==> src/hpb_map.svh <==
`ifndef HPB_MAP_SVH
`define HPB_MAP_SVH
// ==========================================
// configuration offsets (byte addresses)
`define HPB_OFS_DBN 8'h19
`define HPB_OFS_HBN 8'h1a
`define HPB_OFS_BTT 8'h1b
`define HPB_OFS_IOB 8'h1c
`define HPB_OFS_IOL 8'h1d
`define HPB_OFS_STL 8'h1e
`define HPB_OFS_STH 8'h1f
// ==========================================
// reset values
`define HPB_RST_DBN 8'h00
`define HPB_RST_HBN 8'h00
`define HPB_RST_BTT 8'h00
`define HPB_RST_IOB 8'hf0
`define HPB_RST_IOL 8'h00
`define HPB_RST_STS 16'h0280
// ==========================================
// field positions and constants
`define HPB_BTT_MSB 7
`define HPB_BTT_LSB 3
`define HPB_IO_MSB 7
`define HPB_IO_LSB 4
`define HPB_IO_LOW_BASE 12'h000
`define HPB_IO_LOW_LIM 12'hfff
`define HPB_PRIMARY_BUS 8'h00
`define HPB_ST_DPE 15
`define HPB_ST_SSE 14
`define HPB_ST_RMA 13
`define HPB_ST_RTA 12
`define HPB_ST_STA 11
`define HPB_ST_MASTER_PARITY_FAULT_FLAG 8
`define HPB_ST_TIMING 2'b01
`define HPB_ST_FBB 1'b1
`define HPB_TENURE_UNIT 3
`endif

==> src/hpb_pkg.sv <==
package hpb_pkg;
   // ==========================================
   // error events seen on the pci side
   typedef struct packed {
      logic parity_err;
      logic serr_seen;
      logic fwd_mabort;
      logic fwd_tabort;
      logic fwd_tabort_cpl;
      logic int_master;
      logic perr_on_write;
      logic rd_parity_fail;
   } hpb_err_evt_t;

   // ==========================================
   // tenure counter states
   typedef enum logic [2:0] {
      TEN_IDLE = 3'b001,
      TEN_COUNT = 3'b010,
      TEN_EXPIRED = 3'b100
   } hpb_ten_state_t;
endpackage : hpb_pkg

==> src/hpb_downstream_cfg.sv <==
`include "hpb_map.svh"
module hpb_downstream_cfg (
   // clock and reset
   input wire logic i_mclk,
   input wire logic i_rst,
   // configuration register access
   input wire logic i_cfg_wr,
   input wire logic i_cfg_rd,
   input wire logic [7:0] i_cfg_addr,
   input wire logic [7:0] i_cfg_wdata,
   output logic [7:0] o_cfg_rdata,
   output logic o_cfg_rvalid,
   // configuration request from hub side
   input wire logic i_cfgreq_valid,
   input wire logic [7:0] i_cfgreq_bus,
   output logic o_cfg_type1,
   output logic o_cfg_mabort,
   // pci master tenure
   input wire logic i_frame_start,
   input wire logic i_burst_active,
   input wire logic i_gnt_int,
   output logic o_end_burst,
   // i/o window decode
   input wire logic i_io_valid,
   input wire logic [15:0] i_io_addr,
   output logic o_io_hit,
   // error events
   input wire hpb_pkg::hpb_err_evt_t i_evt,
   input wire logic i_parity_resp_en,
   output logic o_upstream_sta_set,
   output logic o_tabort_to_hub
);
   import hpb_pkg::*;

   // ==========================================
   // registers
   logic [7:0] dbn_ff;
   logic [7:0] hbn_ff;
   logic [4:0] btt_ff;
   logic [3:0] iob_ff;
   logic [3:0] iol_ff;
   logic dpe_ff;
   logic sse_ff;
   logic rma_ff;
   logic rta_ff;
   logic master_parity_fault_flag_ff;
   logic [7:0] tenure_counter_ff;
   logic [7:0] nxt_tenure_counter;
   hpb_ten_state_t ten_state_ff;
   hpb_ten_state_t nxt_ten_state;
   logic [7:0] nxt_rdata;
   logic [15:0] io_lo;
   logic [15:0] io_hi;
   logic wr_stl;
   logic wr_sth;
   logic master_parity_fault_flag_evt;

   assign wr_stl = i_cfg_wr && (i_cfg_addr == `HPB_OFS_STL);
   assign wr_sth = i_cfg_wr && (i_cfg_addr == `HPB_OFS_STH);

   // ==========================================
   // bus numbers
   always_ff @(posedge i_mclk) begin
      if (i_rst) begin
         dbn_ff <= `HPB_RST_DBN;
         hbn_ff <= `HPB_RST_HBN;
      end else if (i_cfg_wr) begin
         if (i_cfg_addr == `HPB_OFS_DBN) begin
            dbn_ff <= i_cfg_wdata;
         end
         if (i_cfg_addr == `HPB_OFS_HBN) begin
            hbn_ff <= i_cfg_wdata;
         end
      end
   end

   // ==========================================
   // tenure and i/o window fields; reserved bits are not stored at all
   always_ff @(posedge i_mclk) begin
      if (i_rst) begin
         btt_ff <= 5'(`HPB_RST_BTT >> `HPB_BTT_LSB);
         iob_ff <= 4'(`HPB_RST_IOB >> `HPB_IO_LSB);
         iol_ff <= 4'(`HPB_RST_IOL >> `HPB_IO_LSB);
      end else if (i_cfg_wr) begin
         if (i_cfg_addr == `HPB_OFS_BTT) begin
            btt_ff <= i_cfg_wdata[`HPB_BTT_MSB:`HPB_BTT_LSB];
         end
         if (i_cfg_addr == `HPB_OFS_IOB) begin
            iob_ff <= i_cfg_wdata[`HPB_IO_MSB:`HPB_IO_LSB];
         end
         if (i_cfg_addr == `HPB_OFS_IOL) begin
            iol_ff <= i_cfg_wdata[`HPB_IO_MSB:`HPB_IO_LSB];
         end
      end
   end

   // ==========================================
   // status flags: a new event wins over a clear in the same cycle
   assign master_parity_fault_flag_evt = i_parity_resp_en && i_evt.int_master &&
                     (i_evt.perr_on_write || i_evt.rd_parity_fail);

   always_ff @(posedge i_mclk) begin
      if (i_rst) begin
         dpe_ff <= 1'(`HPB_RST_STS >> `HPB_ST_DPE);
         sse_ff <= 1'b0;
         rma_ff <= 1'b0;
         rta_ff <= 1'b0;
         master_parity_fault_flag_ff <= 1'b0;
      end else begin
         // bit index minus 8 selects the lane of the high byte
         if (i_evt.parity_err) begin
            dpe_ff <= 1'b1;
         end else if (wr_sth && i_cfg_wdata[`HPB_ST_DPE-8]) begin
            dpe_ff <= 1'b0;
         end
         if (i_evt.serr_seen) begin
            sse_ff <= 1'b1;
         end else if (wr_sth && i_cfg_wdata[`HPB_ST_SSE-8]) begin
            sse_ff <= 1'b0;
         end
         if (i_evt.fwd_mabort) begin
            rma_ff <= 1'b1;
         end else if (wr_sth && i_cfg_wdata[`HPB_ST_RMA-8]) begin
            rma_ff <= 1'b0;
         end
         if (i_evt.fwd_tabort) begin
            rta_ff <= 1'b1;
         end else if (wr_sth && i_cfg_wdata[`HPB_ST_RTA-8]) begin
            rta_ff <= 1'b0;
         end
         if (master_parity_fault_flag_evt) begin
            master_parity_fault_flag_ff <= 1'b1;
         end else if (wr_sth && i_cfg_wdata[`HPB_ST_MASTER_PARITY_FAULT_FLAG-8]) begin
            master_parity_fault_flag_ff <= 1'b0;
         end
      end
   end

   // ==========================================
   // target abort reporting toward the hub side
   always_ff @(posedge i_mclk) begin
      if (i_rst) begin
         o_upstream_sta_set <= 1'b0;
         o_tabort_to_hub <= 1'b0;
      end else begin
         // only completion-required cycles have someone waiting for status
         o_upstream_sta_set <= i_evt.fwd_tabort && i_evt.fwd_tabort_cpl;
         o_tabort_to_hub <= i_evt.fwd_tabort && i_evt.fwd_tabort_cpl;
      end
   end

   // ==========================================
   // read mux; unmapped offsets, including the upper i/o words, read zero
   always_comb begin
      nxt_rdata = 8'h00;
      case (i_cfg_addr)
         `HPB_OFS_DBN: nxt_rdata = dbn_ff;
         `HPB_OFS_HBN: nxt_rdata = hbn_ff;
         `HPB_OFS_BTT: nxt_rdata = {btt_ff, 3'h0};
         `HPB_OFS_IOB: nxt_rdata = {iob_ff, 4'h0};
         `HPB_OFS_IOL: nxt_rdata = {iol_ff, 4'h0};
         `HPB_OFS_STL: nxt_rdata = {`HPB_ST_FBB, 7'h00};
         `HPB_OFS_STH: nxt_rdata = {dpe_ff, sse_ff, rma_ff, rta_ff,
                                    1'b0, `HPB_ST_TIMING, master_parity_fault_flag_ff};
         default: nxt_rdata = 8'h00;
      endcase
   end

   always_ff @(posedge i_mclk) begin
      if (i_rst) begin
         o_cfg_rdata <= 8'h00;
         o_cfg_rvalid <= 1'b0;
      end else begin
         o_cfg_rvalid <= i_cfg_rd;
         if (i_cfg_rd) begin
            o_cfg_rdata <= nxt_rdata;
         end
      end
   end

   // ==========================================
   // configuration forwarding decision
   always_ff @(posedge i_mclk) begin
      if (i_rst) begin
         o_cfg_type1 <= 1'b0;
         o_cfg_mabort <= 1'b0;
      end else if (i_cfgreq_valid) begin
         // equal to primary bus zero always goes out, even if highest is stale
         if ((i_cfgreq_bus == dbn_ff && dbn_ff == `HPB_PRIMARY_BUS) ||
             (i_cfgreq_bus >= dbn_ff && i_cfgreq_bus <= hbn_ff)) begin
            o_cfg_type1 <= 1'b1;
            o_cfg_mabort <= 1'b0;
         end else begin
            o_cfg_type1 <= 1'b0;
            o_cfg_mabort <= 1'b1;
         end
      end else begin
         o_cfg_type1 <= 1'b0;
         o_cfg_mabort <= 1'b0;
      end
   end

   // ==========================================
   // burst tenure counter
   always_comb begin
      nxt_ten_state = ten_state_ff;
      nxt_tenure_counter = tenure_counter_ff;
      case (ten_state_ff)
         TEN_IDLE: begin
            if (i_frame_start) begin
               nxt_ten_state = TEN_COUNT;
               nxt_tenure_counter = {btt_ff, 3'h0};
            end
         end
         TEN_COUNT: begin
            if (!i_burst_active) begin
               nxt_ten_state = TEN_IDLE;
            end else if (tenure_counter_ff == 8'h00) begin
               nxt_ten_state = TEN_EXPIRED;
            end else begin
               nxt_tenure_counter = tenure_counter_ff - 8'h01;
            end
         end
         TEN_EXPIRED: begin
            // stays here while the burst is active; the grant only holds off o_end_burst, so the burst may run on
            if (!i_burst_active) begin
               nxt_ten_state = TEN_IDLE;
            end
         end
         default: nxt_ten_state = TEN_IDLE;
      endcase
   end

   always_ff @(posedge i_mclk) begin
      if (i_rst) begin
         ten_state_ff <= TEN_IDLE;
         tenure_counter_ff <= 8'h00;
      end else begin
         ten_state_ff <= nxt_ten_state;
         tenure_counter_ff <= nxt_tenure_counter;
      end
   end

   // end-of-burst request to the frame logic
   always_ff @(posedge i_mclk) begin
      if (i_rst) begin
         o_end_burst <= 1'b0;
      end else begin
         o_end_burst <= (ten_state_ff == TEN_EXPIRED) && i_burst_active &&
                        !i_gnt_int;
      end
   end

   // ==========================================
   // i/o window decode
   assign io_lo = {iob_ff, `HPB_IO_LOW_BASE};
   assign io_hi = {iol_ff, `HPB_IO_LOW_LIM};

   always_ff @(posedge i_mclk) begin
      if (i_rst) begin
         o_io_hit <= 1'b0;
      end else begin
         o_io_hit <= i_io_valid && (i_io_addr >= io_lo) &&
                     (i_io_addr <= io_hi);
      end
   end
endmodule : hpb_downstream_cfg

==> config.mk <==
export PLATFORM = sky130hd
export DESIGN_NAME = hpb_downstream_cfg
export DESIGN_NICKNAME = d
export VERILOG_FILES = /design/src/hpb_pkg.sv /design/src/hpb_downstream_cfg.sv
export VERILOG_INCLUDE_DIRS = /design/src
export SDC_FILE = /design/constraint.sdc
export NUM_CORES = 1
export LEC_CHECK = 0
export BUFFER_PORTS_ARGS = -buffer_cell sky130_fd_sc_hd__buf_2
export CAP_MARGIN = 20
export CELL_PAD_IN_SITES_DETAIL_PLACEMENT = 0
export CELL_PAD_IN_SITES_GLOBAL_PLACEMENT = 2
export CORE_MARGIN = 4
export CORE_UTILIZATION = 29
export CTS_CLUSTER_SIZE = 20
export DETAILED_ROUTE_END_ITERATION = 16
export PLACE_DENSITY_LB_ADDON = 0.1
export SLEW_MARGIN = 30
export SYNTH_ARGS = -nofsm -noshare
export SYNTH_HDL_FRONTEND = slang
export SYNTH_SLANG_ARGS = --single-unit
==> constraint.sdc <==
create_clock -name i_mclk -period 1.4 [get_ports i_mclk]
set_input_delay 0.14 -clock i_mclk [delete_from_list [all_inputs] [get_ports i_mclk]]
set_output_delay 0.14 -clock i_mclk [all_outputs]
set_load 0.1 [all_outputs]
==> metrics.md, run 1 <==
| Metric | Value |
|---|---|
| Synth Area per Inst | 8.55 µm² |
| Worst Hold Path Cells | 2 |
| Switching power | 1.16 mW |
| Overall die area | 13,700 µm² |
| Initial Utilization | 0.299 |
| Final WS setup | -0.154 ns |
| Fin nets | 619 |
| DR DRC count | 0 |
| Final setup viols | 10 |
| Clock Latency Late Sink | 0.33 ns |
| Endpoint, Worst Hold | o_tabort_to_hub |
| Width of the die | 117 µm |
| Die outline height | 117 µm |
| CP cell instances | inv_4, ha_4, a311o_2, or4_1, a21oi_2 |
| Largest net degree at the start of global routing | 34 |
| Placer Congestion | 0.782 |
| FF-to-FF Start | tenure_counter_ff[0] |
| Sequential share of power | 0.361 |
| Min Tclk post-route | 1.55 ns |
| Period utilization | 1.11 |
| Clock-pin slew on the worst setup and hold paths | 0.05 ns |
| Ys async rst share | 0 |
| Hold Vio Cnt, Final | 0 |
| Primary FF master, synth | dfxtp_1 |
| Post-DRT Antenna Nets | 0 |
| I/O Pins | 73 |
| DR vias/cell | 5.00 |
| CP max-delay cell | or4_1 |
| Area share of the largest cell type after synthesis | 0.342 |
| Area contributors post-synth | dfxtp_1 34%, ha_1 9.4%, mux2i_1 9.0% |
| Hold Path Class | in -> reg |
| Drt pass-1 iters | 4 |
| Largest area contributor in the netlist | dfxtp_1 |
| CP required | around 1.7 ns |
| CP arrival | 1.82 ns |
| 1st-iter DRT viols | approximately 140 |
| Yosys cell types | 58 |
| Min-delay src | i_evt[3] |
| RSZ-0062 raised after global routing | yes |
| Synthesized area | 3460 µm² |
| Sw frac | 0.242 |
| Root buf cell | clkbuf_16 |
| DR WL met3 | 449 µm |
| Reg-to-reg setup timing slack | -0.15 ns |
| Max VDD drop | 0.489 mV |
| Avg WL per Cell | 15.6 µm |
| Number of synthesized flops with an enable pin | 0 |
| Cell depth of the worst flop-to-flop path | 5 |
| Violated checks | negative setup slack |
| Initial antenna violation count | 0 |
| Crit path kind | reg -> reg |
| CTS tree | built |
| Reg-to-reg endpoint | tenure_counter_ff[1] |
| Critical Path Fanout Max | 5 |
| Post-route cell area | 5120 µm² |
| CTS buffer count | 9 |
| Detailed Place HPWL | between 8000 and 9000 µm |
| Leak Pwr | 2.23 nW |
| Top sig layer | met4 |
| Num rows | 39 |
| GRT overflow | 0 |
| H-tree depth | 3 |
| Cell count after synthesis | 404 |
| Met2 Wirelength | 5130 µm |
| Setup Skew | 0.00551 ns |
| CTS sink count | roughly 60 |
| Int Pwr | about 3.6 mW |
| Post-synthesis sequential area ratio | 0.342 |
| WL final | approximately 11,000 µm |
| F_max | between 600 and 700 MHz |
| Startpoint Class | flop |
| Met1 WL | between 4000 and 5000 µm |
| Max-cap violations | 0 |
| #FFs+latches synth | a little under 60 |
| Routed vias | between 3,000 and 4,000 |
| Clock network power share | 0.507 |
| Total Routing Usage GR | 0.165 |
| Syn_nets | 488 |
| DP Area | 4480 µm² |
| Port buffer count | 72 |
| N_diodes | 0 |
| Pwr Total | 4.78 mW |
| Max-slew headroom | 0.676 |
| First-pass GRT wire length | 17,300 µm |
| CP endpoint kind | flop |
| Pwr/cell area | slightly above 900 nW/µm² |
| Vias in the first global route | around 3,500 |
| Layout cells sized above 1 | 0.433 |
| Area growth syn-to-layout | 48.3% |
| Result of the run | finished, violations left |
| Final slew viol count | 0 |
| Core Region | about 12,000 µm² |
| Worst-Margin Slew | slightly below 0.5 ns |
| Synth warn | 0 |
| Share of total power in combinational logic | 0.132 |
| Clock buffer depth | 2 |
| Worst stage delay on the critical path | 0.43 ns |
metal layers:
metal	global-route usage	vias up
met5	0	-
met4	0.0589	0
met3	0.0406	17
met2	0.268	72
met1	0.212	1597
li1	-	1727
area by class of cell:
class	instances	area (µm²)
Multi-Input combinational cell	288	2350
Clock inverter	5	75.1
Fill cell	1157	6440
Inverter	36	138
Timing Repair Buffer	141	921
Tap cell	143	179
Sequential cell	59	1210
Clock buffer	11	253
power by group through the flow:
stage | Sequential [mW] | Combinational (mW) | Clock [mW]
6_report | 1.73 | 0.632 | 2.42
5_1_grt | 1.73 | 0.700 | 2.57
4_1_cts | 1.72 | 0.630 | 2.48
3_5_place_dp | 1.76 | 0.582 | 0
3_3_place_gp | 1.76 | 0.579 | 0
2_1_floorplan | 1.80 | 0.272 | 0
worst max-delay path by stage:
stage                                    start                   end  slack (ns)
final                     tenure_counter_ff[0]  tenure_counter_ff[1]       -0.15
after global routing                 iol_ff[0]              o_io_hit       -0.25
after CTS                            iob_ff[1]              o_io_hit       -0.17
after detailed placement  tenure_counter_ff[6]  tenure_counter_ff[4]       -0.33
after global placement               iol_ff[1]              o_io_hit       -0.35
after floorplan           tenure_counter_ff[0]  tenure_counter_ff[5]       -0.09
cell usage after synthesis (all sizes together) (10+ instances only):
cell type	n
nor2	19
ha	26
a221oi	10
nand2	55
inv	35
mux2i	31
o21ai	15
nand4	10
clkbuf	13
dfxtp	59
a21oi	22
metrics by stage:
| step | hold slack, ns | std cells | util | setup TNS [ns] | worst slack (ns) |
|---|---|---|---|---|---|
| global placement | 0.307 | 662 | 0.388 | -7.40 | -0.349 |
| floorplan | 0.219 | 404 | - | -0.568 | -0.0901 |
| CTS | 0.0259 | 681 | 0.436 | -0.985 | -0.170 |
| finish | 0.0368 | 683 | 0.443 | -0.975 | -0.154 |
| global route | 0.0431 | 683 | 0.443 | -1.72 | -0.251 |
| detailed placement | 0.309 | 662 | 0.388 | -7.22 | -0.331 |
logic make-up after synthesis:
| group | share of synthesized area |
|---|---|
| flops | 0.342 |
| mux | 0.109 |
| fa+ha+maj | 0.0941 |
| simple gates | 0.222 |
| compound gates | 0.166 |
| buf+inv | 0.0666 |
state kept, by name, indices dropped and copies added (netlist names):
name,flops
hbn_ff,8
o_io_hit,1
o_cfg_mabort,1
o_cfg_rdata,8
iob_ff,4
tenure_counter_ff,8
iol_ff,4
o_end_burst,1
btt_ff,5
rta_ff,1
sse_ff,1
dbn_ff,8
o_cfg_rvalid,1
dpe_ff,1
o_tabort_to_hub,1
rma_ff,1
ten_state_ff,3
o_cfg_type1,1
master_parity_fault_flag_ff,1
worst max-delay path, delay by kind of cell (launching register included):
family                     cells  cell delay [ns]
and+or+nand+nor                1             0.43
adders and majority gates      1             0.17
buffers and inverters          1             0.04
DFF                            1             0.35
AOI/OAI and AO/OA              2             0.50
placed cells by master (no fill, tap or decap), drive strengths merged, types with 10 or more instances in the layout:
cell    count
buf       140
a221oi     10
nand2      55
ha         26
nand4      10
inv        35
dfxtp      59
o21ai      15
nor2       19
a21oi      22
mux2i      31
clkbuf     11
timing repair:
action	CTS	global route
setup buffers	1	2
endpoints found under the hold margin	1	0
cloned	1	0
gates resized for setup	41	23
setup endpoints to repair	13	15
hold buffers	1	0
pin swaps	21	10
Note: power is estimated with default switching activity, not from simulation.
==> run 2: changes to the inputs <==
BUFFER_PORTS_ARGS = -buffer_cell sky130_fd_sc_hd__buf_4   (was -buffer_cell sky130_fd_sc_hd__buf_2)
MAX_ROUTING_LAYER = met4   (was default)
SLEW_MARGIN = default   (was 30)
==> metrics.md, run 2 (synthesized netlist as in run 1, its figures left out) <==
| Metric | Value |
|---|---|
| Drt pass-1 iters | 4 (unchanged) |
| Most frequent cells in the layout | 133 x buf_4, 55 x nand2_1, 37 x dfxtp_1 |
| GRT overflow | 0 (unchanged) |
| Port buffer count | 72 (unchanged) |
| Hold Vio Cnt, Final | 0 (unchanged) |
| Min Tclk post-route | 1.56 ns (+0.00343 ns) |
| Area growth syn-to-layout | 53.9% |
| Final WS setup | -0.157 ns (-0.00343 ns) |
| DR DRC count | 0 (unchanged) |
| RSZ-0062 raised after global routing | yes |
| First-pass GRT wire length | 17,100 µm (-1.1%) |
| Core Region | 11,600 µm² (unchanged) |
| CP max-delay cell | a2111o_1 |
| Util after Layout | 0.460 (+0.0169) |
| Worst-Margin Slew | 0.390 ns (-0.0989 ns) |
| Fin nets | 617 (-0.32%) |
| Root buf cell | clkbuf_16 |
| Crit path kind | reg -> reg |
| Critical Path Fanout Max | 2 (-3) |
| Overall die area | 13,700 µm² (unchanged) |
| Most common cell after layout, fill and taps aside | buf_4 |
| WL final | 10,700 µm (about the same) |
| Largest net degree at the start of global routing | 34 (unchanged) |
| Clock Latency Late Sink | 0.33 ns (about the same) |
| F_max | 642 MHz (-0.22%) |
| Post-DRT Antenna Nets | 0 (unchanged) |
| CP cell instances | inv_2, ha_4, nand4_1, a31o_2, a2111o_1, o41ai_2 |
| N_diodes | 0 (unchanged) |
| DR vias/cell | 4.93 (-1.3%) |
| Startpoint Class | flop |
| Total Routing Usage GR | 0.167 (+0.00216) |
| Result of the run | finished, violations left |
| Width of the die | 117 µm (unchanged) |
| I/O Pins | 73 (unchanged) |
| Setup Skew | 0.00639 ns (+0.000879 ns) |
| CP arrival | 1.79 ns (-0.03 ns) |
| CP required | 1.63 ns (-0.03 ns) |
| Clock buffer depth | 2 (unchanged) |
| H-tree depth | 3 (unchanged) |
| Leak Pwr | 2.29 nW (+2.9%) |
| Pwr/cell area | 937 nW/µm² (+0.49%) |
| Avg WL per Cell | 15.7 µm (+0.38%) |
| Setup TNS | -1.02 ns (-0.0419 ns) |
| Initial Utilization | 0.299 (unchanged) |
| CTS tree | built |
| CTS buffer count | 9 (unchanged) |
| 1st-iter DRT viols | 143 (unchanged) |
| Num rows | 39 (unchanged) |
| Worst stage delay on the critical path | 0.37 ns (-0.06 ns) |
| Period utilization | 1.11 (+0.00245) |
| WHS | 0.0441 ns (+0.00725 ns) |
| Final setup viols | 10 (unchanged) |
| CTS sink count | 59 (unchanged) |
| CP endpoint kind | flop |
| WP buf/inv | 1 (unchanged) |
| Max VDD drop | 0.570 mV (+17%) |
| Routed vias | 3,360 (-1.6%) |
| Max-slew headroom | 0.740 (+0.0637) |
| Placer Congestion | 0.804 (+2.7%) |
| Max-cap violations | 0 (unchanged) |
| Clock-pin slew on the worst setup and hold paths | 0.05 ns (about the same) |
| Vias in the first global route | 3,527 (+2.1%) |
| Layout cells sized above 1 | 0.431 (-0.00211) |
| Crit-path leading delay family | compound AO/OA/AOI/OAI gates |
| Violated checks | negative setup slack |
| Hold Path Class | in -> reg |
| Die outline height | 117 µm (unchanged) |
| Detailed Place HPWL | 8340 µm (-1.3%) |
| Final slew viol count | 0 (unchanged) |
| Initial antenna violation count | 0 (unchanged) |
==> run 2: cell count changes in the layout (fill, tap and decap cells not counted), moves of 2 or more <==
cell,delta
a21oi_1,+2
a21oi_2,-2
buf_2,-72
buf_4,+71
clkbuf_1,+2
clkinv_2,-3
dfxtp_2,+2
o21ai_0,+3
o21ai_1,-3
==> run 2: path summary, 6_finish.rpt <==
kind	depth (start not counted)	slack (ns)	to	start
max	6	-0.16	o_cfg_mabort	hbn_ff[5]
min	3	0.04	rma_ff	i_evt[5]
max reg2reg	6	-0.16	o_cfg_mabort	hbn_ff[5]
min reg2reg	2	0.47	o_cfg_rdata[0]	o_cfg_rdata[0]
==> run 2: worst reg2reg max path: cells and delay by family (launching register included) <==
| kind | cells | cell delay, ns |
|---|---|---|
| adders and majority gates | 1 | 0.26 |
| buffers and inverters | 1 | 0.05 |
| and+or+nand+nor | 1 | 0.15 |
| AOI/OAI and AO/OA | 3 | 0.68 |
| DFF | 1 | 0.33 |
==> run 2: cell type report <==
type                       count  area (µm²)
timing repair buffer         139        1070
tap                          143         179
sequential                    59        1210
clock buffer                  12         246
clock inverter                 4        97.6
fill                        1133        6250
inverter                      36         135
multi-input combinational    288        2380
==> run 2: per-layer routing <==
metal,track usage,vias to the layer above,wire (µm)
met5,-,-,0
li1,-,1718,-
met4,0.0627,0,224
met2,0.271,74,5200
met3,0.0319,19,386
met1,0.205,1549,4860
==> run 2: repair_timing <==
action,in CTS,in global routing
hold buffers,1,0
hold endpoints to repair,1,0
gates cloned,1,0
buffers inserted,2,2
endpoints found under the setup margin,13,15
resized for setup,39,26
pin swaps,17,17
==> run 2: report_power, final <==
part	internal [mW]	leakage (nW)	switching [mW]
Sequential	1.71	0.487	0.0184
Combinational	0.323	1.64	0.363
Clock	1.79	0.163	0.786
Total	3.82	2.29	1.17
==> run 2: metrics by stage <==
step           instances  total power, mW  worst slack (ns)  instance area [µm²]
6_report             681             4.99            -0.157                 5320
5_1_grt              681             5.20            -0.227                 5320
4_1_cts              679             5.01            -0.219                 5200
3_5_place_dp         659             2.38            -0.295                 4630
3_3_place_gp         659             2.38            -0.349                 4630
2_1_floorplan        404             2.07           -0.0901                 3530
